==> src/shared/rls_pkg.sv <==
`default_nettype none
package rls_pkg;
  // Register byte addresses
  localparam logic [7:0]  RLS_ADDR_ALIGN_STATUS = 8'h00;
  localparam logic [7:0]  RLS_ADDR_FIFO_FLAGS   = 8'h04;
  localparam logic [7:0]  RLS_ADDR_IRQ_STATUS   = 8'h08;
  localparam logic [7:0]  RLS_ADDR_IRQ_MASK     = 8'h0C;
  localparam logic [7:0]  RLS_ADDR_FRAME_CFG    = 8'h10;
  localparam logic [7:0]  RLS_ADDR_ERR_COUNT    = 8'h14;
  // Field positions
  localparam int          RLS_SYNC_BIT          = 0;
  localparam int          RLS_ARRIVAL_LSB       = 3;
  localparam int          RLS_ARRIVAL_W         = 8;
  localparam int          RLS_FULL_LSB          = 0;
  localparam int          RLS_EMPTY_LSB         = 16;
  localparam int          RLS_LANES             = 8;
  localparam int          RLS_FK_W              = 11;
  // Interrupt status bits
  localparam int          RLS_IRQ_SYNC          = 0;
  localparam int          RLS_IRQ_FULL          = 1;
  localparam int          RLS_IRQ_EMPTY         = 2;
  localparam int          RLS_IRQ_RANGE         = 3;
  localparam int          RLS_IRQ_W             = 4;
  // Reset values
  localparam logic [31:0] RLS_RESET_WORD        = 32'h0000_0000;
  localparam logic [RLS_FK_W-1:0] RLS_FK_RESET  = 11'h400;
  localparam logic [3:0]  RLS_MASK_RESET        = 4'h0;

  typedef struct packed {
    logic                    sync_req_n;
    logic [RLS_ARRIVAL_W-1:0] arrival;
    logic [RLS_LANES-1:0]    pc_full;
    logic [RLS_LANES-1:0]    pc_empty;
  } rls_live_t;
endpackage : rls_pkg
`default_nettype wire

==> src/rtl/rls_regs.sv <==
// Function
// [RULE1] Registers are read-only monitors of live signals; IRQ mask and frame config are writable here, IRQ status is write-1-clear
// [RULE2] Arrival count sits in bits 10:3
// [RULE3] Arrival count limited to (FxK/4)-1 down to 0
// [RULE4] Count zero means arrival at boundary
// [RULE5] Count n means n link clocks early
// [RULE6] Software keeps release offset two clocks away
// [RULE7] Bit 0 mirrors the sync request level
// [RULE8] Lane empty flags at bits 23:16
// [RULE9] Lane full flags at bits 7:0
// [RULE10] Low sync level requests reinitialisation
// [RULE11] Reserved bits read zero, writes ignored
`default_nettype none
module rls_regs
  import rls_pkg::*;
(
  // System
  input  wire logic                     clk_i,
  input  wire logic                     rst_i,
  // Wishbone slave
  input  wire logic                     cyc_i,
  input  wire logic                     stb_i,
  input  wire logic                     we_i,
  input  wire logic [7:0]               adr_i,
  input  wire logic [3:0]               sel_i,
  input  wire logic [31:0]              dat_i,
  output logic      [31:0]              dat_o,
  output logic                          ack_o,
  output logic                          err_o,
  // Receiver signals from the link domain
  input  wire logic                     sync_req_n_i,
  input  wire logic [RLS_ARRIVAL_W-1:0] arrival_count_i,
  input  wire logic [RLS_LANES-1:0]     lane_phase_fifo_full_flag_i,
  input  wire logic [RLS_LANES-1:0]     lane_phase_fifo_empty_flag_i,
  // Interrupt
  output logic                          irq_o
);
  rls_live_t                live_async;
  rls_live_t                live;
  logic                     sync_d_reg;
  logic [RLS_LANES-1:0]     full_d_reg;
  logic [RLS_LANES-1:0]     empty_d_reg;
  logic [RLS_IRQ_W-1:0]     status_reg;
  logic [RLS_IRQ_W-1:0]     status_next;
  logic [RLS_IRQ_W-1:0]     mask_reg;
  logic [RLS_FK_W-1:0]      fk_reg;
  logic [15:0]              range_cnt_reg;
  logic [RLS_IRQ_W-1:0]     events;
  logic [RLS_IRQ_W-1:0]     clear_bits;
  logic [31:0]              clear_word;
  logic [RLS_ARRIVAL_W-1:0] arrival_prev_reg;
  logic [RLS_ARRIVAL_W-1:0] arrival_held_reg;
  logic                     arrival_steady;
  logic [RLS_FK_W-1:0]      arrival_limit;
  logic                     out_of_range;
  logic                     req;
  logic                     wr;
  logic                     hit_align;
  logic                     hit_fifo;
  logic                     hit_status;
  logic                     hit_mask;
  logic                     hit_cfg;
  logic                     hit_cnt;
  logic                     mapped;
  logic [31:0]              rd_word;
  logic [31:0]              align_word;
  logic [31:0]              fifo_word;

  function automatic logic [31:0] lane_mask(input logic [31:0] w, input logic [3:0] s);
    lane_mask = w & {{8{s[3]}}, {8{s[2]}}, {8{s[1]}}, {8{s[0]}}};
  endfunction

  assign live_async.sync_req_n = sync_req_n_i;
  assign live_async.arrival    = arrival_count_i;
  assign live_async.pc_full    = lane_phase_fifo_full_flag_i;
  assign live_async.pc_empty   = lane_phase_fifo_empty_flag_i;

  // Inputs come from the link clock domain
  rls_sync u_sync (
    .clk_i   (clk_i),
    .rst_i   (rst_i),
    .async_i (live_async),
    .sync_o  (live)
  );

  // The count is several bits wide and crosses clocks with no handshake:
  // it is taken only once two synchronised samples agree, so a torn word never shows
  assign arrival_steady = (live.arrival == arrival_prev_reg);

  always_ff @(posedge clk_i) begin
    if (rst_i) begin
      arrival_prev_reg <= '0;
      arrival_held_reg <= '0;
    end else begin
      arrival_prev_reg <= live.arrival;
      if (arrival_steady)
        arrival_held_reg <= live.arrival;
    end
  end

  // Bus decode
  assign req        = cyc_i & stb_i & ~ack_o & ~err_o;
  assign wr         = req & we_i;
  assign hit_align  = (adr_i == RLS_ADDR_ALIGN_STATUS);
  assign hit_fifo   = (adr_i == RLS_ADDR_FIFO_FLAGS);
  assign hit_status = (adr_i == RLS_ADDR_IRQ_STATUS);
  assign hit_mask   = (adr_i == RLS_ADDR_IRQ_MASK);
  assign hit_cfg    = (adr_i == RLS_ADDR_FRAME_CFG);
  assign hit_cnt    = (adr_i == RLS_ADDR_ERR_COUNT);
  assign mapped     = hit_align | hit_fifo | hit_status | hit_mask | hit_cfg | hit_cnt;

  // Live monitors, reserved bits zero
  assign align_word = RLS_RESET_WORD
                    | (32'(arrival_held_reg) << RLS_ARRIVAL_LSB)                // [RULE2] [RULE4] [RULE5]
                    | (32'(live.sync_req_n) << RLS_SYNC_BIT);                   // [RULE7] [RULE10]
  assign fifo_word  = RLS_RESET_WORD
                    | (32'(live.pc_empty) << RLS_EMPTY_LSB)                     // [RULE8]
                    | (32'(live.pc_full) << RLS_FULL_LSB);                      // [RULE9] [RULE11]

  assign rd_word = hit_align  ? align_word :                                    // [RULE1]
                   hit_fifo   ? fifo_word :
                   hit_status ? 32'(status_reg) :
                   hit_mask   ? 32'(mask_reg) :
                   hit_cfg    ? 32'(fk_reg) :
                   hit_cnt    ? 32'(range_cnt_reg) : 32'h0000_0000;

  // Legal arrival range is FxK/4 - 1 down to 0; FxK is programmed by software
  assign arrival_limit = (fk_reg >> 2) - 11'h001;
  assign out_of_range  = (11'(arrival_held_reg) > arrival_limit);               // [RULE3]

  // Events: sync request falling edge, any full or empty rising edge, count out of range
  assign events[RLS_IRQ_SYNC]  = sync_d_reg & ~live.sync_req_n;                 // [RULE10]
  assign events[RLS_IRQ_FULL]  = |(live.pc_full & ~full_d_reg);
  assign events[RLS_IRQ_EMPTY] = |(live.pc_empty & ~empty_d_reg);
  assign events[RLS_IRQ_RANGE] = out_of_range;

  assign clear_word  = (wr && hit_status) ? lane_mask(dat_i, sel_i) : 32'h0000_0000;
  assign clear_bits  = clear_word[RLS_IRQ_W-1:0];
  // Set wins over a simultaneous clear
  assign status_next = (status_reg & ~clear_bits) | events;

  always_ff @(posedge clk_i) begin
    if (rst_i) begin
      ack_o <= 1'b0;
      err_o <= 1'b0;
      dat_o <= RLS_RESET_WORD;
    end else begin
      ack_o <= req & mapped;
      err_o <= req & ~mapped;
      dat_o <= (req & ~we_i) ? rd_word : RLS_RESET_WORD;
    end
  end

  // Writes to the two monitors fall through with no effect
  always_ff @(posedge clk_i) begin
    if (rst_i) begin
      mask_reg <= RLS_MASK_RESET;
      fk_reg   <= RLS_FK_RESET;
    end else begin
      if (wr && hit_mask && sel_i[0])
        mask_reg <= dat_i[RLS_IRQ_W-1:0];
      if (wr && hit_cfg && sel_i[0])
        fk_reg[7:0] <= dat_i[7:0];
      if (wr && hit_cfg && sel_i[1])
        fk_reg[RLS_FK_W-1:8] <= dat_i[RLS_FK_W-1:8];
    end
  end                                                                           // [RULE11]

  always_ff @(posedge clk_i) begin
    if (rst_i) begin
      status_reg    <= '0;
      sync_d_reg    <= 1'b0;
      full_d_reg    <= '0;
      empty_d_reg   <= '0;
      range_cnt_reg <= '0;
      irq_o         <= 1'b0;
    end else begin
      status_reg  <= status_next;
      sync_d_reg  <= live.sync_req_n;
      full_d_reg  <= live.pc_full;
      empty_d_reg <= live.pc_empty;
      if (out_of_range && range_cnt_reg != 16'hFFFF)
        range_cnt_reg <= range_cnt_reg + 16'h0001;
      irq_o <= |(status_next & mask_reg);
    end
  end

  // Assertions
  ack_one_a: assert property (@(posedge clk_i) disable iff (rst_i)
    ack_o |=> !ack_o) else $error("ack held two cycles");
  ack_map_a: assert property (@(posedge clk_i) disable iff (rst_i)
    (req && mapped) |=> ack_o && !err_o) else $error("mapped access not acked");
  err_map_a: assert property (@(posedge clk_i) disable iff (rst_i)
    (req && !mapped) |=> err_o && !ack_o) else $error("unmapped access not errored");
  arrival_field_a: assert property (@(posedge clk_i) disable iff (rst_i) // [RULE2]
    (req && !we_i && hit_align) |=> dat_o[10:3] == $past(arrival_held_reg)) else $error("arrival");
  sync_bit_a: assert property (@(posedge clk_i) disable iff (rst_i) // [RULE7]
    (req && !we_i && hit_align) |=> dat_o[0] == $past(live.sync_req_n)) else $error("sync bit");
  empty_field_a: assert property (@(posedge clk_i) disable iff (rst_i) // [RULE8]
    (req && !we_i && hit_fifo) |=> dat_o[23:16] == $past(live.pc_empty)) else $error("empty");
  full_field_a: assert property (@(posedge clk_i) disable iff (rst_i) // [RULE9]
    (req && !we_i && hit_fifo) |=> dat_o[7:0] == $past(live.pc_full)) else $error("full");
  reserved_zero_a: assert property (@(posedge clk_i) disable iff (rst_i) // [RULE11]
    (req && !we_i && hit_fifo) |=>
      (dat_o & 32'hFF00_FF00) == 32'h0000_0000) else $error("reserved");
  align_rsvd_a: assert property (@(posedge clk_i) disable iff (rst_i) // [RULE11]
    (req && !we_i && hit_align) |=> (dat_o & 32'hFFFF_F806) == 32'h0000_0000)
    else $error("align reserved");
  sync_event_a: assert property (@(posedge clk_i) disable iff (rst_i) // [RULE10]
    ($fell(live.sync_req_n)) |=> status_reg[RLS_IRQ_SYNC]) else $error("sync event lost");
  range_flag_a: assert property (@(posedge clk_i) disable iff (rst_i) // [RULE3]
    out_of_range |=> status_reg[RLS_IRQ_RANGE]) else $error("range flag lost");
  irq_level_a: assert property (@(posedge clk_i) disable iff (rst_i)
    ##1 (irq_o == |(status_reg & $past(mask_reg)))) else $error("irq level wrong");

  // Bus handshake
  err_one_a: assert property (@(posedge clk_i) disable iff (rst_i)
    err_o |=> !err_o) else $error("err held two cycles");
  ack_err_excl_a: assert property (@(posedge clk_i) disable iff (rst_i)
    !(ack_o && err_o)) else $error("ack and err together");
  req_answer_a: assert property (@(posedge clk_i) disable iff (rst_i)
    (cyc_i && stb_i && !ack_o && !err_o) |=> (ack_o || err_o)) else $error("no answer");
  ack_cause_a: assert property (@(posedge clk_i) disable iff (rst_i)
    ack_o |-> $past(req && mapped)) else $error("ack without request");
  err_cause_a: assert property (@(posedge clk_i) disable iff (rst_i)
    err_o |-> $past(req && !mapped)) else $error("err without request");
  dat_idle_a: assert property (@(posedge clk_i) disable iff (rst_i)
    !ack_o |-> dat_o == 32'h0000_0000) else $error("read data outside ack");
  write_dat_a: assert property (@(posedge clk_i) disable iff (rst_i)
    (req && we_i) |=> dat_o == 32'h0000_0000) else $error("read data on write");

  // Readback of the control side
  status_read_a: assert property (@(posedge clk_i) disable iff (rst_i)
    (req && !we_i && hit_status) |=> dat_o == 32'($past(status_reg))) else $error("status read");
  mask_read_a: assert property (@(posedge clk_i) disable iff (rst_i)
    (req && !we_i && hit_mask) |=> dat_o == 32'($past(mask_reg))) else $error("mask read");
  cfg_read_a: assert property (@(posedge clk_i) disable iff (rst_i)
    (req && !we_i && hit_cfg) |=> dat_o == 32'($past(fk_reg))) else $error("cfg read");
  cnt_read_a: assert property (@(posedge clk_i) disable iff (rst_i)
    (req && !we_i && hit_cnt) |=> dat_o == 32'($past(range_cnt_reg))) else $error("count read");

  // Writable registers
  mask_write_a: assert property (@(posedge clk_i) disable iff (rst_i)
    (wr && hit_mask && sel_i[0]) |=> mask_reg == $past(dat_i[3:0])) else $error("mask write");
  mask_hold_a: assert property (@(posedge clk_i) disable iff (rst_i)
    !(wr && hit_mask) |=> $stable(mask_reg)) else $error("mask changed");
  cfg_low_a: assert property (@(posedge clk_i) disable iff (rst_i)
    (wr && hit_cfg && sel_i[0]) |=> fk_reg[7:0] == $past(dat_i[7:0])) else $error("cfg low");
  cfg_high_a: assert property (@(posedge clk_i) disable iff (rst_i)
    (wr && hit_cfg && sel_i[1]) |=> fk_reg[10:8] == $past(dat_i[10:8])) else $error("cfg high");
  cfg_hold_a: assert property (@(posedge clk_i) disable iff (rst_i)
    !(wr && hit_cfg) |=> $stable(fk_reg)) else $error("cfg changed");
  monitor_nowrite_a: assert property (@(posedge clk_i) disable iff (rst_i) // [RULE11]
    (wr && (hit_align || hit_fifo)) |=> $stable(mask_reg) && $stable(fk_reg))
    else $error("monitor write took effect");

  // Sticky status
  full_event_a: assert property (@(posedge clk_i) disable iff (rst_i) // [RULE9]
    events[RLS_IRQ_FULL] |=> status_reg[RLS_IRQ_FULL]) else $error("full event lost");
  empty_event_a: assert property (@(posedge clk_i) disable iff (rst_i) // [RULE8]
    events[RLS_IRQ_EMPTY] |=> status_reg[RLS_IRQ_EMPTY]) else $error("empty event lost");
  set_wins_a: assert property (@(posedge clk_i) disable iff (rst_i)
    (wr && hit_status && events != 4'h0) |=> (status_reg & $past(events)) == $past(events))
    else $error("clear beat set");
  clear_works_a: assert property (@(posedge clk_i) disable iff (rst_i)
    (wr && hit_status && sel_i[0] && dat_i[0] && !events[0]) |=> !status_reg[0])
    else $error("clear ignored");
  status_hold_a: assert property (@(posedge clk_i) disable iff (rst_i)
    (!(wr && hit_status) && events == 4'h0) |=> $stable(status_reg))
    else $error("status changed");

  // Range counter and captured count
  cnt_step_a: assert property (@(posedge clk_i) disable iff (rst_i) // [RULE3]
    (out_of_range && range_cnt_reg != 16'hFFFF) |=>
      range_cnt_reg == $past(range_cnt_reg) + 16'h0001) else $error("count step");
  cnt_sat_a: assert property (@(posedge clk_i) disable iff (rst_i)
    (range_cnt_reg == 16'hFFFF) |=> range_cnt_reg == 16'hFFFF) else $error("count wrapped");
  cnt_hold_a: assert property (@(posedge clk_i) disable iff (rst_i)
    !out_of_range |=> $stable(range_cnt_reg)) else $error("count moved");
  arrival_hold_a: assert property (@(posedge clk_i) disable iff (rst_i) // [RULE2]
    !arrival_steady |=> $stable(arrival_held_reg)) else $error("torn count taken");

  // Interrupt gating
  irq_masked_a: assert property (@(posedge clk_i) disable iff (rst_i)
    (mask_reg == 4'h0) |=> !irq_o) else $error("masked irq");
  irq_quiet_a: assert property (@(posedge clk_i) disable iff (rst_i)
    (status_reg == 4'h0 && events == 4'h0) |=> !irq_o) else $error("irq without status");
endmodule // rls_regs
`default_nettype wire

==> src/rtl/rls_sync.sv <==
`default_nettype none
module rls_sync
  import rls_pkg::*;
(
  // Clock and reset
  input  wire logic      clk_i,
  input  wire logic      rst_i,
  // Asynchronous input and synchronised output
  input  wire rls_live_t async_i,
  output var  rls_live_t sync_o
);
  rls_live_t stage1_reg;

  // Arrival count is a multi-bit value; it is meant to be quasi-static in the link domain
  always_ff @(posedge clk_i) begin
    if (rst_i) begin
      stage1_reg <= '0;
      sync_o     <= '0;
    end else begin
      stage1_reg <= async_i;
      sync_o     <= stage1_reg;
    end
  end
endmodule // rls_sync
`default_nettype wire

==> config.mk <==
export PLATFORM = sky130hd
export DESIGN_NAME = rls_regs
export DESIGN_NICKNAME = d
export VERILOG_FILES = /design/src/shared/rls_pkg.sv /design/src/rtl/rls_regs.sv /design/src/rtl/rls_sync.sv
export SDC_FILE = /design/constraint.sdc
export NUM_CORES = 1
export LEC_CHECK = 0
export ABC_CLOCK_PERIOD_IN_PS = 9850
export BUFFER_PORTS_ARGS = -buffer_cell sky130_fd_sc_hd__buf_4
export CAP_MARGIN = 20
export CORE_MARGIN = 2
export CORE_UTILIZATION = 59
export DETAILED_ROUTE_END_ITERATION = 8
export PLACE_DENSITY = 0.85
export RECOVER_POWER = 50
export SLEW_MARGIN = 20
export SYNTH_ARGS = -nofsm -noshare
export SYNTH_HDL_FRONTEND = slang
export SYNTH_HIERARCHICAL = 1
export SYNTH_SLANG_ARGS = --single-unit
==> constraint.sdc <==
create_clock -name clk_i -period 9.85 [get_ports clk_i]
set_input_delay 0.4925 -clock clk_i [delete_from_list [all_inputs] [get_ports clk_i]]
set_output_delay 0.4925 -clock clk_i [all_outputs]
set_load 0.1 [all_outputs]
After elaboration in Yosys (flattened, before gate mapping)
Index checks and enable logic that the tools add are counted.
W data, S select, Z words.

operators by class
  $add $sub $neg = 2
  $mul = 0
  divide/modulo/power cells = 0
  order comparisons = 1
  equal/unequal tests = 7
  shifts and indexed selects = 0
  multiplexer cells = 7
  bitwise gates (word level) = 30
  reductions and logical operators = 12

operators by type and width
  cell                     count
  $mux W16                 4
  $mux W24                 2
  $or A24 B8 Y24           1
  $add A16 B1 Y16 const B  1
  $and A8 B8 Y8            2
  $eq A8 B4 Y1 const B     2
  $eq A8 B5 Y1 const B     2
  $ne A16 B16 Y1 const B   1
  $not A8 Y8               2
  $reduce_or A8 Y1         2
  $and A4 B4 Y4            3
  $gt A8 B11 Y1            1
  $or A11 B1 Y11           1
  $sub A9 B1 Y10 const B   1
  $and A1 B1 Y1            8
  $eq A8 B3 Y1 const B     1
  $eq A8 B8 Y1             1
  $logic_not A8 Y1         1
  $logic_and A1 B1 Y1      7
  $not A1 Y1               6
  $or A1 B1 Y1             5
  $mux W4                  1
  $not A4 Y4               1
  $or A4 B4 Y4             1
  other kinds (2)          2

storage, ports and cells
  register bits after elaboration = 153
  latch bits = 0
  memory bits (writable) = 0
  memory bits (read-only) = 0
  output and inout port bits = 35
  word-level logic and storage cells = 81
  memories kept = 0

Depth between registers and ports, before layout
  depth in word-level cells = 11
  gate-level depth with buffers = 14
  gate-level depth less buffers = 12

By module
The synthesis kept the hierarchy.

by module, submodules not included
  module    times used  cells each  area each (µm²)  seq. area each (µm²)
  rls_regs  1           464         4175.3           1901.8
  rls_sync  1           105         1338.8           1001.0

Least setup slack after synthesis
OpenSTA, ideal clock, no wires.

  kind = reg2reg
  from = register fk_reg[2]
  to = register range_cnt_reg[11]
  setup time = 0.070 ns
  arrival = 3.056 ns
  setup slack = 6.724 ns
  stages on the path, launching flop included = 13
  buffers on the path = 1
  cell sequence = dfxtp_1 > inv_1 > ha_1 > or3b_1 > xor2_1 > ha_1 > nand4_1 > o221ai_1 > a41oi_1 > or3_4 > buf_6 > or4_1 > a21oi_1

between the ends
  cells in the longest elaborated chain, start to end = 3

RTL lines
  element                            line             text
  from (decl)                        rls_regs.sv:46   logic [RLS_FK_W-1:0] fk_reg;
  from (signal assigned)             rls_regs.sv:163  fk_reg[7:0] <= dat_i[7:0];
  from (signal, indexed assignment)  rls_regs.sv:165  fk_reg[RLS_FK_W-1:8] <= dat_i[RLS_FK_W-1:8];
  $sub A9 B1 Y10                     rls_regs.sv:128  assign arrival_limit = (fk_reg >> 2) - 11'h001;
  $gt A8 B11 Y1                      rls_regs.sv:129  assign out_of_range = (11'(arrival_held_reg) > arrival_limit);
  $logic_and A1 B1 Y1                rls_regs.sv:182  if (out_of_range && range_cnt_reg != 16'hFFFF)
  to (signal assigned)               rls_regs.sv:183  range_cnt_reg <= range_cnt_reg + 16'h0001;
  to (decl)                          rls_regs.sv:47   logic [15:0] range_cnt_reg;

Every way passes these cells.
A chain may end at the register's enable or synchronous reset.

==> impl_metrics.yaml <==
outcome:
  run_status: "complete, but fails checks"
  violations: "capacitance limit, slew limit"
routing:
  wl_per_cell_um: 15.4
  first_pass_iters: 5
  ant_nets: 0
  viasPerCell: 5.64
  vias: 4317
  wirelength_um: 11800
  drtIter0Drc: 242
  drcViolationCount: 0
synthesis:
  synth_top_area_cell: "dfxtp_1"
  synth_adder_area_share_pct: 2.27
  synth-seq-cells: 145
  netlist_instances: 569
  synth.area.top_cells: "dfxtp_1 (53%), nor2b_1 (7.4%), nor2_1 (3.6%)"
  ys_seq_area_share_pct: 52.6
  synth_mux_area_share_pct: 5.08
  ys_dominant_reg_cell: "dfxtp_1"
  synth.avg_cell_area_um2: 9.69
  synth_top_family_by_area: "simple AND/OR/NAND/NOR gates"
  synth-edff-count: 0
  syn_area_um2: 5510
  synth_top_cell_area_share_pct: 52.6
  synth-xor-area-share_pct: 2.70
  yosysWarningCount: 6
  ys_types: 55
  synth_compound_area_share_pct: 9.37
  synthSimpleGateAreaFrac_pct: 23.0
  async_reset_ff_share_pct: 0
global_route:
  grt_pass1_wl_um: 19600
  grtUsageMet3_pct: 5.76
  grt_max_degree: 96
  grt_pass1_vias: 4131
  grt_util_all_layers_pct: 25.0
  use_met2_pct: 43.2
  top_usage_layer: "met2"
  grtUsageMet1_pct: 30.1
  gr-total-overflow: 0
  antenna_found_initial: 0
finish:
  diodes: 0
  final_nets: 726
  layout_common_cells: "dfxtp_1 (145), buf_4 (69), nor2b_1 (65), nor2_1 (53), nand2_1 (33)"
  synthToLayoutAreaGrowth_pct: 20.6
  layout-drive-gt1-share_pct: 16.9
  final_common_cell: "dfxtp_1"
setup_path:
  critPathMaxFanout: 95
  start_kind: "input pin"
  path_class: "input pin to register"
  end_kind: "register"
  worstPathRequired_ns: 10.21
  cp.arrival_ns: 4.83
sta:
  min_period_ns: 4.47
  finalHoldViolCount: 0
  rsz0062_at_grt: "no"
  max_freq_ghz: 0.224
  setup_viol: 0
  holdWs_ns: 0.166
  slew_headroom_pct: -149
  post-route-period-util_pct: 45.4
  final.setup.tns_ns: 0
  slew_violations: 96
  worst_pin_slew_ns: 3.74
  finClkSkew_ns: 0.00678
clock_tree:
  cts.sinks: 145
  clk_latency_ns: 0.53
  clk_pin_slew_ns: 0.07
  cts_made_buffers: 17
  cts_hold_buf: 0
  cts_tree: "built"
  cts_setup_buffers: 0
  cts_root_buffer: "clkbuf_8"
  htreeDepth: 4
  clock_path_buffers: 2
  cts_resized: 0
placed_design:
  portBuffers: 77
  gp_congestion: 0.912
  place_hpwl_um: 8060
power_and_ir_drop:
  p_per_area_nw_per_um2: 194
  ir_drop_v: 0.000115
  leakagePower_nw: 2.79
floorplan:
  start_util_pct: 60.2
  io_pins: 109
  die_area_um2: 10100
  dieHeight_um: 101
  coreArea_um2: 9150
  die_w_um: 101
  row_count: 35
run:
  maxCapViolations: 1
hold_path:
  hold_class: "input pin to register"
## metal layers
metal	up-vias	routed length [um]
met2	183	6050
met3	32	733
met5	-	0
li1	2091	-
met4	0	269
met1	2011	4780
## worst paths after layout
check / from / end / slack (ns) / depth (start not counted)
setup / recovery: rst_i / irq_o / 5.38 / 5
hold / removal: we_i / dat_o[3] / 0.17 / 2
setup reg to reg: fk_reg[2] / range_cnt_reg[15] / 6.23 / 11
hold reg to reg: u_sync/stage1_reg[16] / u_sync/sync_o[16] / 0.43 / 1
## final cells by class
class | count | area (um^2)
sequential | 145 | 2900
timing repair buffer | 78 | 552
clock buffer | 17 | 414
tap | 111 | 139
fill | 643 | 2500
clock inverter | 15 | 165
inverter | 29 | 109
multi-input combinational | 371 | 2370
## logic make-up (layout without fill, tap and decap cells)
family / count (synthesis) / count (layout)
buf+inv: 60 / 139
fa+ha+maj: 10 / 10
flops: 145 / 145
simple gates: 233 / 233
compound gates: 80 / 80
xor+xnor: 17 / 17
mux: 23 / 23
other cells: 1 / 8
## metrics by stage
step	instance area (um^2)	setup slack (ns)	power, mW	util (%)	cells
6_report	6650	5.38	1.29	72.7	766
5_1_grt	6650	4.81	1.34	72.7	766
3_5_place_dp	6100	6.37	0.694	66.7	734
4_1_cts	6680	6.30	1.30	73.0	766
3_3_place_gp	6100	6.45	0.692	66.7	734
2_1_floorplan	5540	6.72	0.672	-	576
## cells in the mapped netlist (2+ instances only)
cell       instances
nand3b_1           4
a221oi_1           4
buf_1              2
and2_1            11
nand3_1            7
o31ai_1           10
xnor2_1            8
o22ai_1            6
nor4_1             7
a31oi_1            4
o221ai_1           2
or4_1              8
or3_1              3
xor2_1             9
nor2_1            53
nand4_1            8
nand2_1           33
nand2b_1           5
mux2i_1           19
a211o_1            3
dfxtp_1          145
buf_4              8
clkbuf_1          15
nor3_1            10
ha_1              10
a2111oi_0          2
o21ai_0            7
nor2b_1           65
a21o_1             2
mux4_2             4
buf_2              5
a21oi_1           31
inv_1             29
and3_1             8
and4_1             2
## where the power goes
group          switching (mW)  leakage, nW  internal [mW]
Clock                   0.283        0.275          0.327
Sequential            0.00703         1.18          0.601
Combinational          0.0444         1.33         0.0305
Total                   0.335         2.79          0.959
## critical path, cell delays in order
cell and delay [ns]:
clkbuf_1 0.81, clkbuf_1 2.68, nor3b_1 0.21, a211oi_1 0.40, o311ai_0 0.18
(Power assumes the default switching activity.)
